==> src/verilog/hcpi_pkg.sv <==
// Constants and types shared by the HID command packet interpreter files.
// Operation
// [RULE1] A packet opens with a report identifier byte of zero.
// [RULE2] Flags bit 6 asks for a reply, and the device replies only then.
// [RULE3] Flags bit 7 marks a read, which the device answers with data.
// [RULE4] Long commands span reports and are joined in sequence order.
// [RULE5] The sequence byte of a one-packet command carries no meaning.
// [RULE6] The two-byte length counts only the opcode and payload bytes.
// [RULE7] Two opcode bytes follow the length and select the command.
// [RULE8] Multi-byte values travel least significant byte first.
// [RULE9] No report on the link is longer than 64 bytes.
// [RULE10] A finished read returns the sequence byte, length and data.
// [RULE11] A requested reply flags unknown or failed commands as refused.
// [RULE12] A finished write is answered only when flags bit 6 was set.
// [RULE13] Group 0x03 reads temperatures, humidity and battery voltage.
// [RULE14] Group 0x03 also sets and reads the time and starts hibernation.
// [RULE15] Group 0x04 reads the scan file count and the photodetector.
// [RULE16] A write packet is expected with flags bit 7 clear.
package hcpi_pkg;
	localparam logic [6:0] PKT_MAX = 7'h40;
	localparam logic [7:0] RID_VALUE = 8'h00;
	localparam int FLG_REPLY = 6;
	localparam int FLG_READ = 7;
	localparam int ST_NACK = 5;
	localparam logic [15:0] OPC_BYTES = 16'h0002;
	localparam logic [15:0] TIME_PLEN = 16'h0008;
	localparam logic [3:0] PAY_KEEP = 4'h8;
	localparam logic [7:0] OP1_ENV = 8'h03;
	localparam logic [7:0] OP1_STORE = 8'h04;
	localparam logic [7:0] OP2_AMB_TEMP = 8'h00;
	localparam logic [7:0] OP2_HUMID = 8'h02;
	localparam logic [7:0] OP2_TIME_SET = 8'h09;
	localparam logic [7:0] OP2_BATT = 8'h0A;
	localparam logic [7:0] OP2_CTRL_TEMP = 8'h0B;
	localparam logic [7:0] OP2_TIME_GET = 8'h0C;
	localparam logic [7:0] OP2_HIBERNATE = 8'h0D;
	localparam logic [7:0] OP2_FILES = 8'h00;
	localparam logic [7:0] OP2_PHOTO = 8'h02;
	localparam logic [2:0] IX_AMB = 3'h0;
	localparam logic [2:0] IX_HUM = 3'h1;
	localparam logic [2:0] IX_BATT = 3'h2;
	localparam logic [2:0] IX_CTEMP = 3'h3;
	localparam logic [2:0] IX_FILES = 3'h4;
	localparam logic [2:0] IX_PHOTO = 3'h5;
	localparam logic [2:0] IX_TIME_LO = 3'h6;
	localparam logic [2:0] IX_TIME_HI = 3'h7;
	localparam logic [3:0] DLEN_WORD = 4'h4;
	localparam logic [3:0] DLEN_TIME = 4'h8;
	localparam logic [3:0] HDR_BYTES = 4'h4;
	localparam logic [7:0] A_CTRL = 8'h00;
	localparam logic [7:0] A_STAT = 8'h04;
	localparam logic [7:0] A_MASK = 8'h08;
	localparam logic [7:0] A_INFO = 8'h0C;
	localparam logic [7:0] A_DATA0 = 8'h10;
	localparam logic [7:0] A_LAST = 8'h2C;
	localparam int CTRL_EN = 0;
	localparam int CTRL_HIB_CLR = 1;
	localparam logic CTRL_EN_RESET = 1'b1;
	localparam int EV_DONE = 0;
	localparam int EV_NACK = 1;
	localparam int EV_TIME = 2;
	localparam int EV_HIB = 3;
	localparam int EV_ERR = 4;
	localparam int EV_W = 5;
	localparam logic [EV_W-1:0] MASK_RESET = 5'h00;
	typedef enum logic [9:0] {
		S_RID = 10'h001,
		S_FLG = 10'h002,
		S_SEQ = 10'h004,
		S_LEN0 = 10'h008,
		S_LEN1 = 10'h010,
		S_OP1 = 10'h020,
		S_OP2 = 10'h040,
		S_PAY = 10'h080,
		S_EXEC = 10'h100,
		S_SEND = 10'h200
	} hcpi_state_type;
endpackage : hcpi_pkg

==> src/verilog/hcpi_top.sv <==
// Command packet interpreter behind the HID report channel, APB registers.
module hcpi_top
	import hcpi_pkg::*;
(
	input wire logic clk_sys,
	input wire logic rstn,
	input wire logic psel,
	input wire logic penable,
	input wire logic pwrite,
	input wire logic [7:0] paddr,
	input wire logic [31:0] pwdata,
	output logic [31:0] prdata,
	output logic pready,
	output logic pslverr,
	input wire logic rx_valid,
	input wire logic [7:0] rx_data,
	input wire logic rx_sop,
	input wire logic rx_eop,
	output logic rx_ready,
	output logic tx_valid,
	output logic [7:0] tx_data,
	output logic tx_last,
	input wire logic tx_ready,
	output logic hibernate,
	output logic irq
);
	hcpi_state_type st_q;
	hcpi_state_type res_q;
	logic [7:0] flags_q;
	logic [7:0] seq_q;
	logic [7:0] seq_exp_q;
	logic [7:0] op1_q;
	logic [7:0] op2_q;
	logic [7:0] len_lo_q;
	logic [15:0] rem_q;
	logic [15:0] plen_q;
	logic [6:0] pcnt_q;
	logic [3:0] pidx_q;
	logic [63:0] pay_q;
	logic cont_q;
	logic err_q;
	logic rx_ready_q;
	logic [31:0] data_q [0:7];
	logic en_q;
	logic hib_q;
	logic [EV_W-1:0] stat_q;
	logic [EV_W-1:0] stat_d;
	logic [EV_W-1:0] mask_q;
	logic irq_q;
	logic pready_q;
	logic pslverr_q;
	logic [31:0] prdata_q;
	logic start_q;
	logic [7:0] rep_st_q;
	logic [3:0] rep_len_q;
	logic [63:0] rep_data_q;
	logic tx_done;
	logic acc;
	logic first;
	logic last;
	logic lenbad;
	logic early;
	logic go_exec;
	logic more;
	logic err_new;
	logic [5:0] info;
	logic known;
	logic rd;
	logic tm;
	logic badp;
	logic nack;
	logic exec;
	logic apb_acc;
	logic apb_hit;
	logic [EV_W-1:0] ev;

	// Returns {known, read, time, data index} for an opcode pair.
	function automatic logic [5:0] cmd_info(input logic [7:0] a,
		input logic [7:0] b);
		cmd_info = 6'h00;
		if (a == OP1_ENV) begin
			case (b)
			OP2_AMB_TEMP: cmd_info = {3'b110, IX_AMB}; // RULE13
			OP2_HUMID: cmd_info = {3'b110, IX_HUM}; // RULE13
			OP2_BATT: cmd_info = {3'b110, IX_BATT}; // RULE13
			OP2_CTRL_TEMP: cmd_info = {3'b110, IX_CTEMP}; // RULE13
			OP2_TIME_SET: cmd_info = {3'b101, IX_TIME_LO}; // RULE14
			OP2_TIME_GET: cmd_info = {3'b111, IX_TIME_LO}; // RULE14
			OP2_HIBERNATE: cmd_info = {3'b100, 3'h0}; // RULE14
			default: cmd_info = 6'h00;
			endcase
		end else if (a == OP1_STORE) begin
			case (b)
			OP2_FILES: cmd_info = {3'b110, IX_FILES}; // RULE15
			OP2_PHOTO: cmd_info = {3'b110, IX_PHOTO}; // RULE15
			default: cmd_info = 6'h00;
			endcase
		end
	endfunction : cmd_info

	assign acc = rx_valid & rx_ready_q;
	assign first = acc & (st_q == S_RID) & rx_sop & ~cont_q;
	assign last = acc & (st_q == S_OP2 || st_q == S_PAY) &
		(rem_q == 16'h0001);
	assign lenbad = acc & (st_q == S_LEN1) & ({rx_data, len_lo_q} < OPC_BYTES);
	assign early = acc & rx_eop &
		(st_q == S_FLG || st_q == S_SEQ || st_q == S_LEN0 ||
		st_q == S_LEN1 || (st_q == S_RID && rx_sop));
	assign go_exec = last | lenbad | early;
	// A report that ends inside the opcode or payload with bytes still owed continues in the next one.
	assign more = acc & rx_eop & ~last &
		(st_q == S_OP1 || st_q == S_OP2 || st_q == S_PAY); // RULE4
	assign err_new = lenbad | early |
		(acc & (st_q == S_RID) & rx_sop & (rx_data != RID_VALUE)) | // RULE1
		(acc & ~rx_sop & (pcnt_q >= PKT_MAX)) | // RULE9
		(acc & (st_q == S_SEQ) & cont_q & (rx_data != seq_exp_q)); // RULE4

	// Parser state.
	always_ff @(posedge clk_sys) begin
		if (!rstn) begin
			st_q <= S_RID;
		end else if (go_exec) begin
			st_q <= S_EXEC;
		end else begin
			case (st_q)
			S_RID: if (acc && rx_sop) st_q <= S_FLG;
			S_FLG: if (acc) st_q <= S_SEQ;
			S_SEQ: if (acc) st_q <= cont_q ? res_q : S_LEN0;
			S_LEN0: if (acc) st_q <= S_LEN1;
			S_LEN1: if (acc) st_q <= S_OP1; // RULE6
			S_OP1: if (acc) st_q <= more ? S_RID : S_OP2; // RULE7
			S_OP2: if (acc) st_q <= more ? S_RID : S_PAY;
			S_PAY: if (more) st_q <= S_RID;
			S_EXEC: st_q <= flags_q[FLG_REPLY] ? S_SEND : S_RID; // RULE2
			S_SEND: if (tx_done) st_q <= S_RID;
			default: st_q <= S_RID;
			endcase
		end
	end

	// Receive readiness is dropped while a command executes or replies.
	always_ff @(posedge clk_sys) begin
		if (!rstn) begin
			rx_ready_q <= 1'b0;
		end else begin
			rx_ready_q <= en_q & ((st_q != S_EXEC && st_q != S_SEND &&
				!go_exec) || (st_q == S_SEND && tx_done) ||
				(st_q == S_EXEC && !flags_q[FLG_REPLY]));
		end
	end

	// Header and payload capture.
	always_ff @(posedge clk_sys) begin
		if (!rstn) begin
			flags_q <= 8'h00;
			seq_q <= 8'h00;
			seq_exp_q <= 8'h00;
			op1_q <= 8'h00;
			op2_q <= 8'h00;
			len_lo_q <= 8'h00;
			rem_q <= 16'h0000;
			plen_q <= 16'h0000;
			pcnt_q <= 7'h00;
			pidx_q <= 4'h0;
			pay_q <= '0;
			cont_q <= 1'b0;
			res_q <= S_PAY;
			err_q <= 1'b0;
		end else begin
			if (first) begin
				err_q <= err_new;
			end else begin
				err_q <= err_q | err_new;
			end
			if (acc) begin
				pcnt_q <= rx_sop ? 7'h01 : pcnt_q + 7'h01;
			end
			if (more) begin
				cont_q <= 1'b1;
				res_q <= (st_q == S_OP1) ? S_OP2 : S_PAY;
			end else if (st_q == S_EXEC) begin
				cont_q <= 1'b0;
			end
			if (acc) begin
				case (st_q)
				S_FLG: if (!cont_q) flags_q <= rx_data;
				S_SEQ: begin
					if (!cont_q) seq_q <= rx_data; // RULE5
					seq_exp_q <= rx_data + 8'h01;
				end
				S_LEN0: len_lo_q <= rx_data; // RULE8
				S_LEN1: begin
					rem_q <= {rx_data, len_lo_q}; // RULE6
					plen_q <= {rx_data, len_lo_q} - OPC_BYTES;
				end
				S_OP1: begin
					op1_q <= rx_data; // RULE7
					rem_q <= rem_q - 16'h0001;
				end
				S_OP2: begin
					op2_q <= rx_data; // RULE7
					rem_q <= rem_q - 16'h0001;
					pidx_q <= 4'h0;
				end
				S_PAY: begin
					if (pidx_q < PAY_KEEP) begin
						pay_q[pidx_q[2:0]*8 +: 8] <= rx_data; // RULE8
						pidx_q <= pidx_q + 4'h1;
					end
					rem_q <= rem_q - 16'h0001;
				end
				default: rem_q <= rem_q;
				endcase
			end
		end
	end

	assign exec = (st_q == S_EXEC);
	assign info = cmd_info(op1_q, op2_q);
	assign known = info[5];
	assign rd = info[4];
	assign tm = info[3];
	assign badp = (tm & ~rd) ? (plen_q != TIME_PLEN) : (plen_q != 16'h0000);
	// Direction must agree with the command; a write with bit 7 set fails.
	assign nack = err_q | ~known | badp |
		(flags_q[FLG_READ] != rd); // RULE3 RULE16 RULE11

	// Reply set-up, sent only on request.
	always_ff @(posedge clk_sys) begin
		if (!rstn) begin
			start_q <= 1'b0;
			rep_st_q <= 8'h00;
			rep_len_q <= 4'h0;
			rep_data_q <= '0;
		end else begin
			start_q <= exec & flags_q[FLG_REPLY]; // RULE2 RULE12
			if (exec) begin
				rep_st_q <= {flags_q[FLG_READ], flags_q[FLG_REPLY], nack,
					5'h00}; // RULE11
				rep_len_q <= (rd & ~nack) ? (tm ? DLEN_TIME : DLEN_WORD) :
					4'h0; // RULE10
				rep_data_q <= (rd & ~nack) ? (tm ?
					{data_q[IX_TIME_HI], data_q[IX_TIME_LO]} :
					{32'h0000_0000, data_q[info[2:0]]}) : '0; // RULE10
			end
		end
	end

	hcpi_tx u_tx (
		.clk_sys(clk_sys),
		.rstn(rstn),
		.start(start_q),
		.status(rep_st_q),
		.seq(seq_q),
		.dlen(rep_len_q),
		.data(rep_data_q),
		.tx_ready(tx_ready),
		.tx_valid(tx_valid),
		.tx_data(tx_data),
		.tx_last(tx_last),
		.done(tx_done)
	);

	assign apb_acc = psel & penable & pready_q;
	assign apb_hit = (paddr[1:0] == 2'b00) && (paddr <= A_LAST);

	// APB answers with one wait state so read data comes from a flop.
	always_ff @(posedge clk_sys) begin
		if (!rstn) begin
			pready_q <= 1'b0;
			pslverr_q <= 1'b0;
			prdata_q <= 32'h0000_0000;
		end else begin
			pready_q <= psel & penable & ~pready_q;
			pslverr_q <= psel & penable & ~pready_q & ~apb_hit;
			prdata_q <= 32'h0000_0000;
			if (psel && penable && !pready_q && !pwrite && apb_hit) begin
				case (paddr)
				A_CTRL: prdata_q <= {31'h0000_0000, en_q};
				A_STAT: prdata_q <= {27'h000_0000, stat_q};
				A_MASK: prdata_q <= {27'h000_0000, mask_q};
				A_INFO: prdata_q <= {8'h00, op1_q, op2_q, 6'h00,
					(st_q != S_RID), hib_q};
				default: prdata_q <= data_q[paddr[4:2] - 3'h4];
				endcase
			end
		end
	end

	// Software-written values and the time set by command.
	always_ff @(posedge clk_sys) begin
		if (!rstn) begin
			for (int i = 0; i < 8; i++) begin
				data_q[i] <= 32'h0000_0000;
			end
			en_q <= CTRL_EN_RESET;
			mask_q <= MASK_RESET;
		end else begin
			if (apb_acc && pwrite && paddr == A_CTRL) begin
				en_q <= pwdata[CTRL_EN];
			end
			if (apb_acc && pwrite && paddr == A_MASK) begin
				mask_q <= pwdata[EV_W-1:0];
			end
			if (apb_acc && pwrite && apb_hit && paddr >= A_DATA0) begin
				data_q[paddr[4:2] - 3'h4] <= pwdata;
			end
			// The host's time command wins over a software write.
			if (exec && !nack && tm && !rd) begin
				data_q[IX_TIME_LO] <= pay_q[31:0]; // RULE14 RULE8
				data_q[IX_TIME_HI] <= pay_q[63:32];
			end
		end
	end

	// Hibernation request stays up until software clears it; set wins.
	always_ff @(posedge clk_sys) begin
		if (!rstn) begin
			hib_q <= 1'b0;
		end else if (exec && !nack && known && !rd && !tm) begin
			hib_q <= 1'b1; // RULE14
		end else if (apb_acc && pwrite && paddr == A_CTRL &&
			pwdata[CTRL_HIB_CLR]) begin
			hib_q <= 1'b0;
		end
	end

	assign ev = {exec & err_q, exec & ~nack & known & ~rd & ~tm,
		exec & ~nack & tm & ~rd, exec & nack, exec};
	// Status clears at the edge that captures the read data, so an event in
	// the wait state is kept; a new event in that cycle survives.
	assign stat_d = (stat_q & ~((psel && penable && !pready_q && !pwrite &&
		paddr == A_STAT) ? {EV_W{1'b1}} : {EV_W{1'b0}})) | ev;

	always_ff @(posedge clk_sys) begin
		if (!rstn) begin
			stat_q <= '0;
			irq_q <= 1'b0;
		end else begin
			stat_q <= stat_d;
			irq_q <= |(stat_d & mask_q);
		end
	end

	assign prdata = prdata_q;
	assign pready = pready_q;
	assign pslverr = pslverr_q;
	assign rx_ready = rx_ready_q;
	assign hibernate = hib_q;
	assign irq = irq_q;
endmodule : hcpi_top

==> src/verilog/hcpi_tx.sv <==
// Reply serializer: sends status, sequence, length and data bytes.
module hcpi_tx
	import hcpi_pkg::*;
(
	input wire logic clk_sys,
	input wire logic rstn,
	input wire logic start,
	input wire logic [7:0] status,
	input wire logic [7:0] seq,
	input wire logic [3:0] dlen,
	input wire logic [63:0] data,
	input wire logic tx_ready,
	output logic tx_valid,
	output logic [7:0] tx_data,
	output logic tx_last,
	output logic done
);
	logic [95:0] sh_q;
	logic [3:0] cnt_q;
	logic tx_valid_q;
	logic tx_last_q;
	logic done_q;
	logic [3:0] total;

	assign total = dlen + HDR_BYTES;
	assign tx_valid = tx_valid_q;
	assign tx_data = sh_q[7:0];
	assign tx_last = tx_last_q;
	assign done = done_q;

	// Length and data go out low byte first.
	always_ff @(posedge clk_sys) begin
		if (!rstn) begin
			sh_q <= '0;
			cnt_q <= 4'h0;
			tx_valid_q <= 1'b0;
			tx_last_q <= 1'b0;
			done_q <= 1'b0;
		end else begin
			done_q <= 1'b0;
			if (start) begin
				sh_q <= {data, 12'h000, dlen, seq, status}; // RULE8 RULE10
				cnt_q <= total;
				tx_valid_q <= 1'b1;
				tx_last_q <= 1'b0;
			end else if (tx_valid_q && tx_ready) begin
				sh_q <= {8'h00, sh_q[95:8]};
				cnt_q <= cnt_q - 4'h1;
				tx_last_q <= (cnt_q == 4'h2);
				if (cnt_q == 4'h1) begin
					tx_valid_q <= 1'b0;
					done_q <= 1'b1;
				end
			end
		end
	end
endmodule : hcpi_tx
==> config.mk <==
export PLATFORM = sky130hd
export DESIGN_NAME = hcpi_top
export DESIGN_NICKNAME = d
export VERILOG_FILES = /design/src/verilog/hcpi_pkg.sv /design/src/verilog/hcpi_top.sv /design/src/verilog/hcpi_tx.sv
export SDC_FILE = /design/constraint.sdc
export NUM_CORES = 1
export LEC_CHECK = 0
export BUFFER_PORTS_ARGS = -buffer_cell sky130_fd_sc_hd__buf_4
export CELL_PAD_IN_SITES_DETAIL_PLACEMENT = 1
export CELL_PAD_IN_SITES_GLOBAL_PLACEMENT = 1
export CORE_MARGIN = 2
export CORE_UTILIZATION = 49
export CTS_CLUSTER_DIAMETER = 80
export CTS_CLUSTER_SIZE = 30
export DETAILED_ROUTE_END_ITERATION = 10
export PLACE_DENSITY_LB_ADDON = 0.1
export SLEW_MARGIN = 10
export SYNTH_ARGS = -nofsm -noshare
export SYNTH_HDL_FRONTEND = slang
export SYNTH_SLANG_ARGS = --single-unit
==> constraint.sdc <==
create_clock -name clk_sys -period 6.2 [get_ports clk_sys]
set_input_delay 0.31 -clock clk_sys [delete_from_list [all_inputs] [get_ports clk_sys]]
set_output_delay 0.31 -clock clk_sys [all_outputs]
set_load 0.05 [all_outputs]
Word-level counts from Yosys, hierarchy flattened:

Memory sizes are Yosys's and may differ from the RTL's.
Cells that the tools add are included.

* memories: 1
* register bits after elaboration: 400
* output and inout port bits: 47
* RAM bits: 256

Memory list
* data_q: words 8, width 32, read ports 4, clocked after memory_dff 0, wr ports 8, RTL line hcpi_top.sv:43 `logic [31:0] data_q [0:7];`

* reduce and logical (&&, ||, !) cells: 72
* shift operators: 2
* $add $sub $neg: 9
* mux-type cells: 57
* equality and inequality tests: 51
* bitwise gates (word level): 67
* order comparisons: 5

Operators with widths (number)
* $mux 96: 2
* $mux 64: 2
* $pmux 32 s4: 1
* $mux 10: 11
* $pmux 10 s10: 1
* $mux 32: 3
* $bwmux 64: 1
* $shift 8x34->64 const A: 1
* $shiftx 8x34->64: 1
* $eq 8x4->1 const B: 7
* $pmux 6 s7: 1
* $and 1x1->1: 38
* $neg 6->34: 1
* $pmux 16 s2: 1
* $reduce_or 32->1: 1
* $logic_and 1x1->1: 25
* $ne 3x3->1 const B: 7
* $mux 4: 5
* $mux 1: 18
* $reduce_and 9->1: 2
* $eq 16x1->1 const B: 1
* $eq 8x2->1 const B: 2
* $eq 8x3->1 const B: 2
* $logic_not 8->1: 2
* 59 further kinds: 127

Logic depth before layout (Yosys ltp):

Gate-level depths: netlist of the first run.

* depth after elaboration: 22
* gate-level depth with buffers: 11
* mapped depth without buffers: 9

Hierarchy:

A second synthesis of the first run with hierarchy kept.

* cells, all modules: 2742
* area total of the unflattened synthesis: 30222.7 um2

Modules (own cells, without submodules)
* hcpi_top: times used 1, cells each 2247, area each 25406.9 um2
* hcpi_tx: times used 1, cells each 495, area each 4815.9 um2

Worst setup path before layout of the first run:

OpenSTA, ideal clock, no wires.

* path kind: register -> register
* start: reg op2_q[7]
* end: mem data_q[7][0], enable pin
* setup time: 0.466 ns
* stages on the path, launching flop included: 8
* data required time: 5.734 ns
* arrival time: 4.070 ns
* setup slack: 1.664 ns
* buffers on the path: 1
* cells stage by stage: dfxtp_1 -> or4_1 -> buf_2 -> a31oi_1 -> or3_1 -> a2111oi_4 -> nand2b_1 -> o21ai_0

RTL lines
* from (decl): RTL line hcpi_top.sv:33 `logic [7:0] op2_q;`
* from (signal assigned): RTL line hcpi_top.sv:201 `op2_q <= rx_data;`
* to (decl): RTL line hcpi_top.sv:43

Final worst setup path of the first run:

* start: reg op2_q[7]
* end: reg rep_data_q[30]

* longest elaborated chain between the ends: 12
* elaborated cells on any way between the ends: 24

Ends and longest elaborated chain
* $eq 8x2->1 / $logic_not 8->1 (equally long branches): RTL line hcpi_top.sv:82, hcpi_top.sv:93
* $pmux 6 s2: RTL line hcpi_top.sv:93 `case (b)`
* $mux 6: RTL line hcpi_top.sv:92 `end else if (a == OP1_STORE) begin`
* $mux 6 *: RTL line hcpi_top.sv:81 `if (a == OP1_ENV) begin`
* $not 1->1: RTL line hcpi_top.sv:223 `assign badp = (tm & ~rd) ? (plen_q != TIME_PLEN) : (plen_q != 16'h0000);`
* $and 1x1->1: RTL line hcpi_top.sv:223
* $mux 1: RTL line hcpi_top.sv:223
* $or 1x1->1 (2 in series): RTL line hcpi_top.sv:225 `assign nack = err_q | ~known | badp |`
* $not 1->1: RTL line hcpi_top.sv:242 `rep_data_q <= (rd & ~nack) ? (tm ?`
* $and 1x1->1: RTL line hcpi_top.sv:242
* $mux 64 *: RTL line hcpi_top.sv:242
* to (signal assigned): RTL line hcpi_top.sv:242
* to (decl): RTL line hcpi_top.sv:56 `logic [63:0] rep_data_q;`

Every way passes the cells marked *; elsewhere a longest branch is shown, timed or not.
A chain may end at the register's enable or synchronous reset.

==> summary.txt, run 1 <==
Setup path
  – Crit path buf inv count: 1
  – Critical path data arrival time: 4.34 ns
  – Worst setup EP type: flop
  – Critical path cell sequence: or4_1 -> nor4_2 -> o211a_4 -> buf_4 -> mux2i_1 -> mux2i_1 -> a22o_1 -> a221o_1
  – Reg2Reg Launch Point: op2_q[7]
  – CP Max Fanout: 42
  – CP top delay family: simple AND/OR/NAND/NOR gates
  – Slowest Stage Delay on Critical Path: 0.71 ns
  – CP required: 6.69 ns
  – Slowest cell on crit path: or4_1
  – CP most frequent cell: mux2i_1
  – FF-to-FF path depth: 8
  – Critical path type: flop to flop
  – RR Endpoint: rep_data_q[30]
  – Setup slack, reg-to-reg: 2.35 ns
  – Startpoint class of the critical path: flop

Power
  – Net Sw Power: 2.15 mW
  – IR drop worst, VDD: 0.000166 V
  – Cell internal pwr: 5.87 mW
  – Sw Ratio: 26.8%
  – Clock Power Share: 34.9%
  – P per Cell Area: 248 mW/mm²
  – Seq pwr share: 56.4%
  – Leakage: 11.7 nW
  – Comb pwr share: 8.8%

Yosys
  – Synth area leader: dfxtp_1
  – Multiplexer share of the synthesized area: 11.0%
  – Syn Std Cell Area: 0.0299 mm²
  – Largest family of logic cells by synthesized area: simple AND/OR/NAND/NOR gates
  – XOR/XNOR Fraction of Synth Area: 1.11%
  – Post-Syn Nets: 3057
  – Post-Synth Simple-Gate Area: 18.5%
  – Post-synth top area share: 25.7%
  – Post-Syn Instances: 2987
  – Post-synthesis adder-cell area fraction: 0.543%
  – #FFs+latches synth: 640
  – Yosys warns: 0
  – Dominant synthesized flop cell: dfxtp_1
  – Post-synthesis compound-gate area fraction: 13.7%
  – Most numerous cell in the Yosys netlist: nand2_1
  – Async set-reset flop share out of synthesis: 0%
  – Post-synth EDFFs: 256
  – Synth Area per Inst: 10.0 µm²
  – Synth cell count leaders: 386 x nand2_1, 384 x dfxtp_1, 309 x nor2_1
  – Sequential fraction of the synthesis area: 51.3%
  – Synth unique cells: 74
  – Top cells by area, synth: dfxtp_1 26%, edfxtp_1 26%, mux2i_1 6.0%, mux4_2 4.9%, nand2_1 4.8%

Timing
  – Final period util: 62.1%
  – Fin. Hold Viols: 0
  – Final min period: 3.85 ns
  – Final setup fails: 0
  – Final setup TNS: 0 ns
  – Clk_skew: 0.0338 ns
  – Max transition margin: 16.6%
  – Fmax: 0.260 GHz
  – Slew Viols, Final: 0
  – Setup ws final: 2.35 ns
  – Least-Margin Pin Slew: 1.25 ns
  – RSZ-0062 raised after global routing: false

Clock tree
  – Cts bufs inserted: 36
  – Htree depth: 2
  – CTS resizes: 0
  – Worst-skew pair later-pin latency: 0.62 ns
  – Clk slew on worst S/H paths: 0.10 ns
  – Clock root buffer: clkbuf_16
  – Setup repair bufs after CTS: 0
  – Hold_buf cts: 0
  – Sink Count: 640
  – Clock Tree Buf Depth: 3
  – CTS tree: done

Floorplanning
  – Num ports: 104
  – Initial Utilization: 49.6%
  – Die Y: 251 µm
  – Site Rows: 90
  – Die area: 0.0631 mm²
  – Die width: 251 µm
  – CORE AREA: 0.0604 mm²

Placement
  – Inst Count DP: 3663
  – HPWL Detailed: 67300 µm
  – Setup WS pre-CTS: 2.07 ns
  – PortBufs: 103
  – Final GP Congestion: 0.902

Routing
  – DR WL/cell: 26.7 µm
  – Drt drc: 0
  – Vias per inst: 6.42
  – Final wirelength: 99700 µm
  – DR vias: 23939
  – DRT Pass-1 Iters: 7
  – DRT iter0 DRCs: 2333
  – DRT antenna net count: 0

GRT
  – Total Routing Usage GR: 31.3%
  – GRT overflow: 0
  – Initial antenna violation count: 2
  – Vias in the first global route: 24346
  – First-pass GRT wire length: 151000 µm
  – Largest net degree at the start of global routing: 104

Finish
  – Synthesis-to-finish area growth: 8.03%
  – Net count, final: 2989
  – Fill count: 6580
  – Multi-input combinational cell area: 0.0136 mm²
  – Share of layout cells above drive strength 1: 10.9%
  – Non-Filler Instances: 3730
  – Storage element area: 0.0154 mm²

Hold path
  – Hold Crit Class: input port to flop
  – Hold EP: res_q[6]
  – Hold Crit Depth: 3
  – Worst Hold Launch: rx_eop

Job
  – Max-cap violations: 0

Run status
  – Status: finished clean
## placed cells by master, fill, tap and decap left out, drive strengths merged, types with 38 or more instances in the layout
cell type / instances
nand2: 386
dfxtp: 384
nor2: 309
a21oi: 267
edfxtp: 256
mux2i: 181
and2: 168
buf: 142
a22o: 95
and3: 81
mux4: 65
a211oi: 58
nand3: 55
o21ai: 53
clkbuf: 39
a22oi: 38
## layout make-up
type | count | area share (%)
multi-input combinational | 2078 | 42.1
antenna | 1 | 0.00773
timing repair buffer | 142 | 3.33
clock inverter | 27 | 0.816
inverter | 21 | 0.267
tap | 782 | 3.02
clock buffer | 39 | 2.95
sequential | 640 | 47.5
## power by group through the flow
stage | combinational, mW | sequential, mW | clock, mW
3_5_place_dp | 0.691 | 4.61 | 0
6_report | 0.704 | 4.52 | 2.80
4_1_cts | 0.694 | 4.52 | 2.83
5_1_grt | 0.747 | 4.53 | 2.99
3_3_place_gp | 0.673 | 4.60 | 0
2_1_floorplan | 0.438 | 4.58 | 0
## routing by layer
layer | share of wire (%) | wire, µm | GRT usage (%)
met1 | 42 | 41400 | 41.7
met2 | 49 | 48400 | 53.4
met4 | 3.5 | 3530 | 10.6
met5 | 0.027 | 27 | 0
met3 | 6.4 | 6350 | 3.47
## worst max path at each step
stage / startpoint / end / cells past startpoint
6_report: op2_q[7] / rep_data_q[30] / 8
5_1_grt: op2_q[3] / rep_data_q[27] / 8
4_1_cts: op2_q[7] / rep_data_q[30] / 8
3_5_place_dp: paddr[1] / data_q[7][23] / 8
3_3_place_gp: paddr[1] / data_q[6][23] / 8
2_1_floorplan: op2_q[7] / data_q[7][0] / 7
## metrics by stage
step | hold WS (ns) | instance area, µm² | power (mW) | utilization (%)
global placement | 0.441 | 31100 | 5.28 | 51.6
CTS | 0.0152 | 32300 | 8.04 | 53.6
global route | 0.0476 | 32300 | 8.26 | 53.6
detailed placement | 0.451 | 31100 | 5.30 | 51.6
finish | 0.0332 | 32400 | 8.02 | 53.6
floorplan | 0.432 | 29900 | 5.02 | -
## sequential cells by signal, indices dropped and copies added (netlist names), 5 cells and up
name,cells
op2_q,8
mask_q,5
pay_q,64
st_q,10
stat_q,5
seq_exp_q,8
op1_q,8
pcnt_q,7
plen_q,16
rep_data_q,64
len_lo_q,8
prdata,32
u_tx.sh_q,96
rem_q,16
data_q,256
seq_q,8
## cell families (layout without fill, tap and decap cells)
| logic type | after synthesis | count (layout) |
|---|---|---|
| simple gates | 1159 | 1159 |
| flops | 640 | 640 |
| compound gates | 621 | 621 |
| buf+inv | 269 | 229 |
| mux | 247 | 247 |
| xor+xnor | 38 | 38 |
| fa+ha+maj | 13 | 13 |
| other cells | 0 | 1 |
## tightest hold or removal path: cells and delay by family
family / cells / cell delay (ns)
simple gates: 1 / 0.08
compound gates: 1 / 0.06
buf+inv: 1 / 0.13
Power figures use the tool's default switching activity.
==> run 2, diff against run 1 <==
Settings changed: ABC_AREA from default to 1, CORE_UTILIZATION 49 to 47.
Clock period 6.2 ns to 3.65 ns, I/O delays scaled along.
==> summary.txt, run 2 <==
Setup path
  – Critical path data arrival time: 3.55 ns
  – Critical path type: flop to flop
  – Crit path buf inv count: 2
  – Reg2Reg Launch Point: pidx_q[0]
  – FF-to-FF path depth: 9
  – Slowest Stage Delay on Critical Path: 0.53 ns
  – Slowest cell on crit path: nor2_1
  – CP top delay family: simple AND/OR/NAND/NOR gates
  – Worst path depth: 9
  – RR Endpoint: pay_q[20]
  – CP required: 4.19 ns
  – Worst setup EP type: flop
  – Setup slack, reg-to-reg: 0.64 ns
  – CP Max Fanout: 16
  – Startpoint class of the critical path: flop
  – Critical path cell sequence: inv_1 -> ha_1 -> ha_1 -> inv_1 -> nor2_1 -> nand2_1 -> nor2_2 -> o21ai_0 -> a21oi_1

Clock tree
  – CTS resizes: 0
  – Clock root buffer: clkbuf_16
  – Worst-skew pair later-pin latency: 0.62 ns
  – Sink Count: 640
  – Cts bufs inserted: 37
  – Clock Tree Buf Depth: 3
  – Htree depth: 2
  – Clk slew on worst S/H paths: 0.10 ns
  – Setup repair bufs after CTS: 0
  – CTS tree: done

Power
  – IR drop worst, VDD: 0.000387 V
  – Seq pwr share: 54.4%
  – Clock Power Share: 34.8%
  – Leakage: 14.0 nW
  – Comb pwr share: 10.8%
  – Sw Ratio: 28.6%
  – Cell internal pwr: 10.1 mW
  – P per Cell Area: 414 mW/mm²
  – Net Sw Power: 4.06 mW

Finish
  – Post-route design area: 0.0342 mm²
  – Fill count: 7960
  – Top flop regs: data_q (256), u_tx.sh_q (96)
  – Share of layout cells above drive strength 1: 9.55%
  – # diodes: 0
  – Max FFs per register: 256
  – Most frequent cells in the layout: 1041 x nand2_1, 444 x nor2_1, 383 x dfxtp_1
  – Most common cell after layout, fill and taps aside: nand2_1
  – Synthesis-to-finish area growth: 10.7%
  – Reg with most FFs: data_q
  – Net count, final: 4046

Timing
  – Fin. Hold Viols: 0
  – RSZ-0062 raised after global routing: false
  – Max transition margin: 36.9%
  – Final period util: 82.5%
  – Final setup fails: 0
  – Fmax: 0.332 GHz
  – Final min period: 3.01 ns
  – Clk_skew: 0.0378 ns
  – Final setup TNS: 0 ns
  – Slew Viols, Final: 0
  – Least-Margin Pin Slew: 0.939 ns

Floorplanning
  – Site Rows: 93
  – Num ports: 104
  – CORE AREA: 0.0647 mm²
  – Initial Utilization: 47.7%
  – Die area: 0.0677 mm²
  – Die Y: 260 µm
  – Die width: 260 µm

Hold path
  – Worst Hold Launch: rx_eop
  – Hold Crit Depth: 5
  – Hold Crit Class: input port to flop
  – Hold EP: res_q[6]

Routing
  – Final wirelength: 122000 µm
  – Vias per inst: 6.02
  – DR WL/cell: 25.2 µm
  – DRT antenna net count: 0
  – DRT iter0 DRCs: 2954
  – DR vias: 29232
  – DRT Pass-1 Iters: 5
  – Drt drc: 0

Yosys
  – Post-synth top area share: 24.9%
  – Synth area leader: dfxtp_1
  – Post-Syn Instances: 3960
  – Async set-reset flop share out of synthesis: 0%
  – Synth unique cells: 62
  – Post-synth EDFFs: 256
  – Sequential fraction of the synthesis area: 49.8%
  – Syn Std Cell Area: 0.0309 mm²
  – Yosys warns: 0
  – #FFs+latches synth: 640
  – Top cells by area, synth: dfxtp_1 25%, edfxtp_1 25%, nand2_1 13%, nor2_1 5.5%, o21ai_0 5.2%
  – Synth Area per Inst: 7.79 µm²
  – Most numerous cell in the Yosys netlist: nand2_1
  – Dominant synthesized flop cell: dfxtp_1
  – Post-Syn Nets: 4030
  – Synth cell count leaders: 1042 x nand2_1, 451 x nor2_1, 384 x dfxtp_1

Job
  – Max-cap violations: 0

GRT
  – GRT overflow: 0
  – Vias in the first global route: 29549
  – Initial antenna violation count: 4
  – First-pass GRT wire length: 184000 µm
  – Largest net degree at the start of global routing: 144
  – Total Routing Usage GR: 36.0%

Placement
  – HPWL Detailed: 85000 µm
  – PortBufs: 103
  – Final GP Congestion: 0.927
  – Placed standard-cell area: 0.0325 mm²

Run status
  – Status: finished clean
-- run 2: worst max-delay path by stage --
stage | from | end
finish | pidx_q[0] | pay_q[20]
global route | pidx_q[0] | pay_q[20]
CTS | pidx_q[0] | pay_q[20]
detailed placement | op1_q[5] | data_q[1][30]
global placement | op1_q[5] | rep_data_q[16]
floorplan | pready | data_q[6][0]
-- run 2: cell type report --
| class | count | area [µm²] | share of cell area, % |
|---|---|---|---|
| Clock buffer | 41 | 972 | 2.85 |
| Inverter | 370 | 1390 | 4.08 |
| Tap cell | 855 | 1070 | 3.13 |
| Timing Repair Buffer | 230 | 1980 | 5.80 |
| Clock inverter | 23 | 280 | 0.820 |
| Sequential cell | 640 | 15400 | 45.0 |
| Multi-Input combinational cell | 2697 | 13100 | 38.3 |
-- run 2: timing repair --
item                                    in CTS  in global routing
hold endpoints to repair                    87                  0
hold buffers                                42                  0
endpoints found under the setup margin       0                  0
-- run 2: through the flow --
stage                     total power, mW  worst slack, ns  cells  hold WS [ns]  util, %
final                                14.2            0.638   4856        0.0281     52.8
after global routing                 14.6            0.407   4856        0.0327     52.8
after CTS                            14.2            0.706   4856       0.00767     52.8
after detailed placement             9.32            0.750   4750         0.447     50.2
after global placement               9.26            0.838   4750         0.437     50.2
after floorplan                      8.68           -0.477   3960         0.357        -
-- run 2: power groups by stage --
stage	clock network [mW]	logic, mW	registers [mW]
5_1_grt	5.23	1.66	7.72
4_1_cts	4.97	1.50	7.70
3_5_place_dp	0	1.45	7.86
2_1_floorplan	0	0.878	7.80
6_report	4.92	1.53	7.71
3_3_place_gp	0	1.41	7.85
-- run 2: per-layer routing --
layer / wire length [µm] / track usage [%]
met2: 53800 / 55.6
met3: 10700 / 7.01
met1: 53300 / 50.4
met4: 4680 / 12.9
met5: 17 / 0
-- run 2: tightest hold or removal path, cell delays in order --
cell and delay, ns:
buf_4 0.11, inv_1 0.04, nor2_1 0.06, nand3_1 0.11
a21oi_1 0.07
-- run 2: cell families after synthesis --
kind of cell | Yosys count | synth area share [%]
buffers and inverters | 623 | 8.08
and+or+nand+nor | 1759 | 23.6
DFF | 640 | 49.8
adders and majority gates | 13 | 0.527
AOI/OAI and AO/OA | 907 | 17.5
xor gates and xnor gates | 18 | 0.511
